[src/ocdt_pkg.sv]
// Package for the output compare unit with dedicated timers.
// Assumes a 16-bit register port with a 3-bit register index per module.
package ocdt_pkg;
  localparam int NUM_MOD = 6;
  localparam int NUM_CLK = 6;
  // Register indices within one module window
  localparam logic [2:0] REG_CON1 = 3'h0;
  localparam logic [2:0] REG_CON2 = 3'h1;
  localparam logic [2:0] REG_PRI = 3'h2;
  localparam logic [2:0] REG_SEC = 3'h3;
  localparam logic [2:0] REG_CNT = 3'h4;
  // Control register 1 fields
  localparam int CON1_IDLE = 13;
  localparam int CON1_TSEL = 10;
  localparam int CON1_EFLT2 = 9;
  localparam int CON1_EFLT1 = 8;
  localparam int CON1_EFLT0 = 7;
  localparam int CON1_FST2 = 6;
  localparam int CON1_FST1 = 5;
  localparam int CON1_FST0 = 4;
  localparam int CON1_TRGST = 3;
  localparam int CON1_MODE = 0;
  localparam logic [15:0] CON1_WMASK = 16'h3F87;
  localparam logic [15:0] CON1_RESET = 16'h0000;
  // Control register 2 fields
  localparam int CON2_CASC = 8;
  localparam int CON2_TRIG = 7;
  localparam int CON2_SYNC = 0;
  localparam logic [15:0] CON2_WMASK = 16'h019F;
  localparam logic [15:0] CON2_RESET = 16'h0000;
  localparam logic [4:0] SYNC_FREE = 5'h00;
  // Timebase codes
  localparam logic [2:0] TB_PERIPH = 3'h7;
  localparam logic [2:0] TB_TIMER1 = 3'h4;
  // Compare modes
  typedef enum logic [2:0] {
    OCDT_OFF = 3'h0, OCDT_HIGH = 3'h1, OCDT_LOW = 3'h2, OCDT_TOGGLE = 3'h3,
    OCDT_SINGLE = 3'h4, OCDT_CONT = 3'h5, OCDT_EDGE_PWM = 3'h6,
    OCDT_CTR_PWM = 3'h7
  } ocdt_mode_type;
  // Run state per module, Gray ordered
  typedef enum logic [1:0] {
    OCDT_IDLE = 2'b00, OCDT_ARMED = 2'b01, OCDT_RUN = 2'b11
  } ocdt_state_type;
endpackage

[src/ocdt_link_if.sv]
// Interface carrying cascade signals between a module and its neighbour.
// Assumes one instance per adjacent pair.
`timescale 1ns/100ps
interface ocdt_link_if;
  logic wrap;
  logic step;
  logic pri_match;
  logic sec_match;
  modport low (output wrap, output step, input pri_match, input sec_match);
  modport high (input wrap, input step, output pri_match, output sec_match);
endinterface

[src/ocdt_channel.sv]
// One output compare module: registers, counter, compare and output.
// Assumes clock, enable and sync inputs already synchronised by the top.
`timescale 1ns/100ps
module ocdt_channel (
  input wire logic clk,
  input wire logic rst,
  input wire logic ce,
  input wire logic wr,
  input wire logic [2:0] addr,
  input wire logic [15:0] wdata,
  output logic [15:0] rdata,
  input wire logic [5:0] tick,
  input wire logic [5:0] tb_on,
  input wire logic [31:0] sync_ev,
  input wire logic [2:0] fault,
  input wire logic idle,
  input wire logic odd,
  ocdt_link_if.low lo,
  ocdt_link_if.high hi,
  output logic event_out,
  output logic pin
);
  logic [15:0] con1, con2, pri, sec, cnt;
  logic [15:0] next_con1, next_con2, next_pri, next_sec, next_cnt;
  logic next_pin, next_event;
  ocdt_pkg::ocdt_state_type state, next_state;
  ocdt_pkg::ocdt_mode_type mode;
  logic [2:0] tsel;
  logic [4:0] ssel;
  logic casc, upper, adv, clk_en, sev, pm, sm, pmf, smf;
  assign mode = ocdt_pkg::ocdt_mode_type'(con1[2:0]);
  assign tsel = con1[ocdt_pkg::CON1_TSEL +: 3];
  assign ssel = con2[ocdt_pkg::CON2_SYNC +: 5];
  assign casc = con2[ocdt_pkg::CON2_CASC];
  assign upper = casc && !odd;
  assign sev = ssel != ocdt_pkg::SYNC_FREE && sync_ev[ssel];
  always_comb begin
    adv = 1'b0;
    clk_en = 1'b0;
    if (tsel == ocdt_pkg::TB_PERIPH) begin
      adv = 1'b1;
      clk_en = 1'b1;
    end else if (tsel <= ocdt_pkg::TB_TIMER1) begin
      adv = tick[tsel];
      clk_en = tb_on[tsel];
    end
    if (idle && con1[ocdt_pkg::CON1_IDLE]) begin
      adv = 1'b0;
    end
    if (upper) begin
      adv = hi.wrap && hi.step;
    end
  end
  assign pm = cnt == pri;
  assign sm = cnt == sec;
  assign pmf = upper ? 1'b0 : (casc ? pm && lo.pri_match : pm);
  assign smf = upper ? 1'b0 : (casc ? sm && lo.sec_match : sm);
  assign lo.wrap = cnt == 16'hFFFF;
  assign lo.step = adv && state == ocdt_pkg::OCDT_RUN;
  assign hi.pri_match = pm;
  assign hi.sec_match = sm;
  always_comb begin
    next_con1 = con1;
    next_con2 = con2;
    next_pri = pri;
    next_sec = sec;
    next_cnt = cnt;
    next_state = state;
    next_pin = pin;
    next_event = 1'b0;
    if (wr) begin
      case (addr)
        ocdt_pkg::REG_CON1: next_con1 = (wdata & ocdt_pkg::CON1_WMASK)
          | (con1 & ~ocdt_pkg::CON1_WMASK);
        ocdt_pkg::REG_CON2: next_con2 = wdata & ocdt_pkg::CON2_WMASK;
        ocdt_pkg::REG_PRI: next_pri = wdata;
        ocdt_pkg::REG_SEC: next_sec = wdata;
        ocdt_pkg::REG_CNT: next_cnt = wdata;
        default: next_con1 = con1;
      endcase
    end
    for (int f = 0; f < 3; f++) begin
      if (con1[ocdt_pkg::CON1_EFLT0 + f] && fault[f]) begin
        next_con1[ocdt_pkg::CON1_FST0 + f] = 1'b1;
      end
    end
    case (state)
      ocdt_pkg::OCDT_IDLE: begin
        next_pin = 1'b0;
        if (mode != ocdt_pkg::OCDT_OFF) begin
          next_state = ocdt_pkg::OCDT_ARMED;
        end
      end
      ocdt_pkg::OCDT_ARMED: begin
        if (ssel == ocdt_pkg::SYNC_FREE) begin
          next_state = ocdt_pkg::OCDT_RUN;
        end else if (!con2[ocdt_pkg::CON2_TRIG]) begin
          if (clk_en) begin
            next_state = ocdt_pkg::OCDT_RUN;
          end
        end else if (sev) begin
          next_state = ocdt_pkg::OCDT_RUN;
          next_con1[ocdt_pkg::CON1_TRGST] = 1'b1;
        end
      end
      ocdt_pkg::OCDT_RUN: begin
        if (adv) begin
          next_cnt = cnt + 16'h0001;
        end
        if (sev && !con2[ocdt_pkg::CON2_TRIG]) begin
          next_cnt = 16'h0000;
        end
        if (adv && (pmf || smf) && !upper) begin
          next_event = 1'b1;
          case (mode)
            ocdt_pkg::OCDT_HIGH: next_pin = 1'b1;
            ocdt_pkg::OCDT_LOW: next_pin = 1'b0;
            ocdt_pkg::OCDT_TOGGLE: next_pin = pmf ? !pin : pin;
            ocdt_pkg::OCDT_SINGLE: begin
              next_pin = pmf;
              if (smf) begin
                next_con1[2:0] = 3'h0;
              end
            end
            default: next_pin = pmf ? 1'b1 : (smf ? 1'b0 : pin);
          endcase
        end
        if (mode == ocdt_pkg::OCDT_OFF) begin
          next_state = ocdt_pkg::OCDT_IDLE;
          next_con1[ocdt_pkg::CON1_TRGST] = 1'b0;
        end
      end
      default: next_state = ocdt_pkg::OCDT_IDLE;
    endcase
  end
  always_ff @(posedge clk or posedge rst) begin
    if (rst) begin
      con1 <= ocdt_pkg::CON1_RESET;
      con2 <= ocdt_pkg::CON2_RESET;
      pri <= 16'h0000;
      sec <= 16'h0000;
      cnt <= 16'h0000;
      state <= ocdt_pkg::OCDT_IDLE;
      pin <= 1'b0;
      event_out <= 1'b0;
    end else if (ce) begin
      con1 <= next_con1;
      con2 <= next_con2;
      pri <= next_pri;
      sec <= next_sec;
      cnt <= next_cnt;
      state <= next_state;
      pin <= next_pin;
      event_out <= next_event;
    end
  end
  always_comb begin
    case (addr)
      ocdt_pkg::REG_CON1: rdata = con1;
      ocdt_pkg::REG_CON2: rdata = con2;
      ocdt_pkg::REG_PRI: rdata = pri;
      ocdt_pkg::REG_SEC: rdata = sec;
      ocdt_pkg::REG_CNT: rdata = cnt;
      default: rdata = 16'h0000;
    endcase
  end
endmodule

[src/ocdt_top.sv]
// Top of the six-module output compare unit with dedicated timers.
// Assumes timebase ticks and sync events come from other clock logic.
//
// Summary of operation
// - Six independent compare modules, each with counter and two periods.
// - Free-running counter counts up and wraps FFFF to 0000.
// - Counter advances only on the selected timebase tick; a cascaded high half advances only on low half wrap.
// - Event when counter equals primary or secondary period at a count step; never from a cascaded high half.
// - Primary and secondary period registers per module.
// - Single pulse, continuous pulse and PWM output modes.
// - Counter clock chosen among six timebases.
// - Synchronous mode starts once the selected timebase is enabled.
// - Synchronous mode clears counter on each sync source event.
// - Trigger mode holds counter until a sync event arrives.
// - Sync select zero means free-running, also the reset default.
// - Nonzero sync select picks sync or trigger and its source.
// - Up to 31 sync or trigger sources are selectable.
// - Control 2 bit 7 set selects trigger, clear selects sync.
// - Odd/even pairs may cascade into one 32-bit module.
// - Odd module holds low half, even module holds high half.
// - Low half wrap increments the high half.
// - Timebase codes 0-3 timers two to five, 4 timer one, 7 peripheral.
`timescale 1ns/100ps
module ocdt_top (
  input wire logic CLK_SYS,
  input wire logic RST,
  input wire logic CE,
  input wire logic [6:0] ADDR,
  input wire logic [15:0] WDATA,
  input wire logic WR,
  input wire logic RD,
  output logic [15:0] RDATA,
  input wire logic [5:0] TB_TICK,
  input wire logic [5:0] TB_ON,
  input wire logic [30:0] SYNC_EVENT,
  input wire logic [5:0][2:0] FAULT_IN,
  input wire logic IDLE,
  output logic [5:0] COMPARE_EVENT,
  output logic [5:0] COMPARE_OUT
);
  logic [5:0] tick_s1, tick_s2, on_s1, on_s2, ev_out, pin_out;
  logic [30:0] sync_s1, sync_s2;
  logic [17:0] flt_s1, flt_s2;
  logic idle_s1, idle_s2;
  logic [31:0] sync_vec;
  logic [15:0] rd_mux [6];
  logic [15:0] next_rdata;
  always_ff @(posedge CLK_SYS or posedge RST) begin
    if (RST) begin
      tick_s1 <= 6'h00;
      tick_s2 <= 6'h00;
      on_s1 <= 6'h00;
      on_s2 <= 6'h00;
      sync_s1 <= 31'h00000000;
      sync_s2 <= 31'h00000000;
      flt_s1 <= 18'h00000;
      flt_s2 <= 18'h00000;
      idle_s1 <= 1'b0;
      idle_s2 <= 1'b0;
    end else if (CE) begin
      tick_s1 <= TB_TICK;
      tick_s2 <= tick_s1;
      on_s1 <= TB_ON;
      on_s2 <= on_s1;
      sync_s1 <= SYNC_EVENT;
      sync_s2 <= sync_s1;
      flt_s1 <= FAULT_IN;
      flt_s2 <= flt_s1;
      idle_s1 <= IDLE;
      idle_s2 <= idle_s1;
    end
  end
  assign sync_vec = {sync_s2, 1'b0};
  ocdt_link_if link [3] ();
  ocdt_link_if tie [3] ();
  genvar g;
  generate
    for (g = 0; g < ocdt_pkg::NUM_MOD; g++) begin : g_mod
      if (g % 2 == 0) begin : g_low
        ocdt_channel u_ch (
          .clk(CLK_SYS), .rst(RST), .ce(CE),
          .wr(WR && ADDR[6:3] == 4'(g)), .addr(ADDR[2:0]), .wdata(WDATA),
          .rdata(rd_mux[g]), .tick(tick_s2), .tb_on(on_s2),
          .sync_ev(sync_vec), .fault(flt_s2[3 * g +: 3]), .idle(idle_s2),
          .odd(1'b1), .lo(link[g / 2]), .hi(tie[g / 2]),
          .event_out(ev_out[g]), .pin(pin_out[g])
        );
      end else begin : g_high
        ocdt_channel u_ch (
          .clk(CLK_SYS), .rst(RST), .ce(CE),
          .wr(WR && ADDR[6:3] == 4'(g)), .addr(ADDR[2:0]), .wdata(WDATA),
          .rdata(rd_mux[g]), .tick(tick_s2), .tb_on(on_s2),
          .sync_ev(sync_vec), .fault(flt_s2[3 * g +: 3]), .idle(idle_s2),
          .odd(1'b0), .lo(tie[g / 2]), .hi(link[g / 2]),
          .event_out(ev_out[g]), .pin(pin_out[g])
        );
      end
    end
  endgenerate
  always_comb begin
    next_rdata = 16'h0000;
    if (RD && ADDR[6:3] < 4'(ocdt_pkg::NUM_MOD)) begin
      next_rdata = rd_mux[ADDR[5:3]];
    end
  end
  always_ff @(posedge CLK_SYS or posedge RST) begin
    if (RST) begin
      RDATA <= 16'h0000;
      COMPARE_EVENT <= 6'h00;
      COMPARE_OUT <= 6'h00;
    end else if (CE) begin
      RDATA <= next_rdata;
      COMPARE_EVENT <= ev_out;
      COMPARE_OUT <= pin_out;
    end
  end
endmodule

[config.mk]
export PLATFORM = sky130hd
export DESIGN_NAME = ocdt_top
export DESIGN_NICKNAME = d
export VERILOG_FILES = /design/src/ocdt_pkg.sv /design/src/ocdt_link_if.sv /design/src/ocdt_channel.sv /design/src/ocdt_top.sv
export SDC_FILE = /design/constraint.sdc
export NUM_CORES = 2
export LEC_CHECK = 0
export CAP_MARGIN = 30
export CORE_MARGIN = 2
export CORE_UTILIZATION = 45
export CTS_CLUSTER_DIAMETER = 150
export DETAILED_ROUTE_END_ITERATION = 8
export DONT_BUFFER_PORTS = 1
export PLACE_DENSITY = 0.6
export SYNTH_ARGS = -nofsm -noshare
export SYNTH_HDL_FRONTEND = slang
export SYNTH_SLANG_ARGS = --single-unit
[constraint.sdc]
create_clock -name CLK_SYS -period 23.4 [get_ports CLK_SYS]
set_input_delay 2.34 -clock CLK_SYS [delete_from_list [all_inputs] [get_ports CLK_SYS]]
set_output_delay 2.34 -clock CLK_SYS [all_outputs]
set_load 0.02 [all_outputs]
### Yosys cells after proc, flatten, opt, wreduce, memory -nomap -nowiden

Cells that the tools add are included.

| storage, ports and cells | value |
|---|---|
| bits in registers | 602 |
| input bits | 90 |
| output and inout port bits | 28 |
| logic and storage cells | 734 |

| operators by class | value |
|---|---|
| add/subtract/negate cells | 6 |
| $lt $le $gt $ge | 20 |
| equal/unequal tests | 108 |
| multiplexer cells | 295 |
| bitwise gates (word level) | 7 |
| reduce and logical (&&, ||, !) cells | 213 |

Operators by type and width:

| operator | count |
|---|---|
| two-way mux 16 bit | 33 |
| case mux 16 bit (5 select lines) | 6 |
| equality test 16 bit | 12 |
| two-way mux 1 bit | 141 |
| AND reduction 3 bit | 42 |
| adder 16 x 1 -> 16 bit (second input constant) | 6 |
| bitwise OR 14 x 16 -> 16 bit | 6 |
| two-way mux 7 bit | 12 |
| nonzero test 2 bit | 42 |
| two-way mux 2 bit | 36 |
| two-way mux 3 bit | 24 |
| logical AND 1 bit | 64 |
| AND reduction 5 bit | 12 |
| binary-select mux 16 bit (select 3 bit) | 1 |
| equality test 16 bit (second input constant) | 3 |
| equality test 3 x 2 -> 1 bit (second input constant) | 14 |
| equality test 3 bit (second input constant) | 13 |
| binary-select mux 1 bit (select 3 bit) | 12 |
| less-than comparator 5 x 6 -> 1 bit (second input constant) | 6 |
| inequality test 6 x 4 -> 1 bit (second input constant) | 6 |
| case mux 2 bit (3 select lines) | 6 |
| binary-select mux 1 bit (select 5 bit) | 6 |
| zero test 5 bit | 6 |
| nonzero test 5 bit | 6 |
| other kinds (24) | 134 |

### Longest topological paths before layout

| logic depth | value |
|---|---|
| depth after elaboration | 12 |
| mapped depth | 12 |
| depth with buffers taken out | 9 |

### Modules after synthesis

Synthesis repeated with hierarchy kept, for this count alone.

| unflattened totals | value |
|---|---|
| cell total of the unflattened synthesis | 3332 |
| area total of the unflattened synthesis | 35203.8 µm² |

Modules (own cells, without submodules):

| module | times used | cells each | area an instance (µm²) | seq. area each (µm²) |
|---|---|---|---|---|
| ocdt_channel (g_mod[2].g_low.u_ch ...) | 3 | 495 | 4798.4 | 1826.8 |
| ocdt_channel (g_mod[0].g_low.u_ch ...) | 2 | 471 | 4705.8 | 1826.8 |
| ocdt_top | 1 | 409 | 6444.9 | 3803.6 |
| ocdt_channel (g_mod[5].g_high.u_ch) | 1 | 496 | 4952.2 | 1826.8 |

### Worst setup path after synthesis

Ideal clock, no wire load.

| timing | value |
|---|---|
| path type | input to register |
| start | input port ADDR[2] |
| end | register g_mod[3].g_high.u_ch.pri[6] |
| data arrival time | 4232 ps |
| required time | 23275 ps |
| setup slack | 19044 ps |
| stages | 9 |
| cell sequence | buf_2 > nand2b_1 > nor2_1 > buf_2 > buf_2 > nand2_1 > nor2_2 > buf_2 > mux2_2 |

| between the ends | value |
|---|---|
| cells in the longest elaborated chain, start to end | 2 |

Ends and longest elaborated chain:

| element | line | source |
|---|---|---|
| start, declared | ocdt_top.sv:28 | `input wire logic [6:0] ADDR,` |
| equality test 3 x 2 -> 1 bit | ocdt_channel.sv:72 | `case (addr)` |
| AND reduction 3 bit (no line) | n/a |  |
| end signal, assigned | ocdt_channel.sv:149 | `pri <= next_pri;` |
| end, declared | ocdt_channel.sv:23 | `logic [15:0] con1, con2, pri, sec, cnt;` |

No other way between the ends.
A chain may end at the register's enable or synchronous reset.

### Worst setup path in the final report

| timing | value |
|---|---|
| start | input port ADDR[2] |
| end | register RDATA[11] |

| between the ends | value |
|---|---|
| cells in the longest elaborated chain, start to end | 6 |
| elaborated cells between the ends (all ways) | 15 |
| classes of those cells | eq/ne: 4; mux: 10; reduce/logical: 1 |

Ends and longest elaborated chain:

| element | line | source |
|---|---|---|
| equality test 3 bit, or another cell as far along | ocdt_channel.sv:158 | `case (addr)` |
| case mux 16 bit (5 select lines) | ocdt_channel.sv:158 |  |
| binary-select mux 16 bit (select 3 bit) * | ocdt_top.sv:103 | `next_rdata = rd_mux[ADDR[5:3]];` |
| two-way mux 16 bit (implied by the code) * (2 in a row) | ocdt_top.sv:103 |  |
| two-way mux 16 bit * | ocdt_top.sv:102 | `if (RD && ADDR[6:3] < 4'(ocdt_pkg::NUM_MOD)) begin` |
| end signal, assigned | ocdt_top.sv:112 | `RDATA <= next_rdata;` |
| end, declared | ocdt_top.sv:32 | `output logic [15:0] RDATA,` |

Every way passes the cells marked *; elsewhere a longest branch is shown, timed or not. The select of a mux whose other input is x is not followed.

==> reports/results.ini <==
[route]
drt_iter0_drc = 3779
drcViolationCount = 0
vias = 27616
via_per_inst = 6.79
wl_per_cell_um = 30.4
wl_um = 123000
ant_nets = 0
firstDrtPassIters = 8

[global_routing]
met3_usage = 0.0865
grt_pass1_vias = 26714
grt_max_degree = 324
grt_pass1_wl_um = 183000
grt_usage = 0.318
globalRouteMet1Util = 0.437
grt_overflow_total = 0
antenna_found_initial = 9
grt_use_met2 = 0.467
grt-busiest-layer = met2

[clock_network]
clk_latency_ns = 0.64
tritoncts = built
root_buffer = clkbuf_16
clk_pin_slew_ns = 0.06
post-cts-setup-buffers = 0
htree_levels = 3
cts-resized-gates = 0
max-clock-path-buffers = 3
holdBufCountCts = 0
cts_buffers = 71
numClockSinks = 586

[synthesis]
yosysWarnings = 0
synth_nets = 3315
synth_edf_count = 0
synth-async-reset-ratio = 1.00
synth_cell_type_count = 88
synthCells = 3219
synth_area_mm2 = 0.0336
seq_area_frac_synth = 0.436
synth-seq-cells = 586
synth_ff_type = dfrtp_1
synth.avg_cell_area_um2 = 10.5

[timing]
max_freq_ghz = 0.179
min_period_over_period = 0.238
slew_viol_final = 0
whs_ns = 0.475
setup_violations = 0
min_period_ns = 5.58
worst_slew_pin_slew_ns = 1.11
slew_headroom = 0.258
tns_ns = 0
rsz0062_at_grt = false
clock_skew_ns = 0.0315
timing_hold_violations_final = 0

[final_layout]
final_common_cell = dfrtp_1
nets = 3135
utilization = 0.493
drive_above_1_share = 0.202
fin_cells = 4066
final_cell_mix = 586 x dfrtp_1, 358 x mux2_2, 247 x nand2_1
syn_to_final_growth_pct = 8.64
n_fill_cell = 6657
multiInputGateArea_mm2 = 0.0175
seq_area_mm2 = 0.0147

[die]
start_util = 0.453
dieArea_mm2 = 0.0770
io_pins = 118
die_h_um = 277
row_count = 100
core_area_mm2 = 0.0742
die_w_um = 277

[pwr]
powerDensity_mw_per_mm2 = 85.4
power.leakage_uw = 0.0158
ir_worst_vdd_mv = 0.0569

[setup_path]
cp_max_fo = 29
startpoint_type = primary input
path_class = primary input to register
endpoint_kind = register
arrival_ns = 6.13
r2r_slack_ns = 19.44
cp.required_ns = 23.96

[run]
drv_cap = 0

[status]
status = complete, no violations

[place]
dp_cells = 3931
port_buffers = 0
place_congestion = 0.952
dp_hpwl_um = 82100

[worst_hold_path]
hold_path_class = register to register

[worst max-delay path: stages]
cell	delay (ns)
nand2b_2	0.64
nor2_4	0.82
buf_4	0.56
a22o_1	0.27
a221oi_1	0.13
mux4_2	0.53
nor2_1	0.47
a31oi_1	0.12
o2bb2ai_1	0.20
[path summary, 6_finish.rpt]
| path | startpoint | end | cells past startpoint |
|---|---|---|---|
| max | ADDR[2] | RDATA[11] | 9 |
| min | g_mod[3].g_high.u_ch.con1[4] | g_mod[3].g_high.u_ch.con1[4] | 1 |
| max reg2reg | g_mod[5].g_high.u_ch.con2[0] | g_mod[5].g_high.u_ch.cnt[2] | 8 |
| min reg2reg | g_mod[3].g_high.u_ch.con1[4] | g_mod[3].g_high.u_ch.con1[4] | 1 |
| max in group asynchronous | RST | flt_s1[4] | 6 |
| min in group asynchronous | RST | flt_s1[17] | 1 |
[metrics by stage]
step                total power (uW)  worst slack (ns)  area (um^2)
floorplan                       1700              4.66        33600
global placement                1860             17.57        33800
detailed placement              1880             17.52        33900
CTS                             3120             18.16        36500
global route                    3230             17.89        36500
finish                          3120             17.82        36500
[cell families after synthesis]
| logic type | synth area share |
|---|---|
| AOI/OAI and AO/OA | 0.169 |
| xor gates and xnor gates | 0.0502 |
| adders and majority gates | 0.00223 |
| buffers and inverters | 0.0447 |
| DFF | 0.436 |
| muxes | 0.189 |
| and+or+nand+nor | 0.109 |
[where the power goes]
part	internal, uW	leakage, uW	switching [uW]
Sequential	1130	0.00769	223
Combinational	242	0.00684	289
Clock	757	0.00125	482
[cell usage after synthesis, types with 19 or more instances]
| cell | instances | area share |
|---|---|---|
| o22ai_1 | 26 | 0.0048 |
| a22oi_1 | 44 | 0.0098 |
| and3_1 | 24 | 0.0045 |
| and2_1 | 23 | 0.0043 |
| a22o_1 | 49 | 0.013 |
| mux2_2 | 358 | 0.12 |
| clkbuf_1 | 183 | 0.020 |
| buf_2 | 61 | 0.0091 |
| nand4_1 | 34 | 0.0063 |
| nand3_1 | 83 | 0.012 |
| nand2_1 | 247 | 0.028 |
| nor3_1 | 42 | 0.0062 |
| nor4_1 | 50 | 0.0093 |
| mux4_2 | 52 | 0.035 |
| mux2i_1 | 91 | 0.027 |
| a31o_2 | 23 | 0.0060 |
| buf_1 | 22 | 0.0025 |
| a221oi_1 | 58 | 0.015 |
| xor2_1 | 176 | 0.046 |
| dfrtp_1 | 586 | 0.44 |
| a21oi_1 | 167 | 0.025 |
| o21ai_0 | 174 | 0.026 |
| o211ai_1 | 31 | 0.0069 |
| o2bb2ai_1 | 43 | 0.011 |
| or3_1 | 19 | 0.0035 |
| a31oi_1 | 33 | 0.0061 |
| inv_1 | 54 | 0.0060 |
| nor2_1 | 152 | 0.017 |
[sequential cells by signal, indices dropped and copies added (netlist names), 21 cells and up]
register / flops
g_mod.g_low.u_ch.cnt: 48
g_mod.g_low.u_ch.sec: 48
g_mod.g_low.u_ch.pri: 48
sync_s2: 31
g_mod.g_high.u_ch.pri: 48
g_mod.g_high.u_ch.con1: 42
sync_s1: 31
g_mod.g_high.u_ch.con2: 21
g_mod.g_low.u_ch.con1: 42
g_mod.g_high.u_ch.cnt: 48
g_mod.g_high.u_ch.sec: 48
g_mod.g_low.u_ch.con2: 21
[area by class of cell]
class                           instances  share of cell area
Multi-Input combinational cell       2289               0.479
Sequential cell                       586               0.401
Clock buffer                           91              0.0540
Tap cell                              969              0.0332
Clock inverter                         38              0.0173
Timing Repair Buffer                   37             0.00938
Inverter                               54             0.00579
Antenna cell                            2            0.000137
[routing by layer]
metal  wire length (um)  part of all wire  vias to the layer above
li1                   -                 -                    11653
met1              50700              0.41                    14044
met2              53100              0.43                     1561
met3              13100              0.11                      354
met4               6600             0.053                        4
met5                 17           0.00014                        -
No activity file was read; power rests on OpenSTA's default activity.
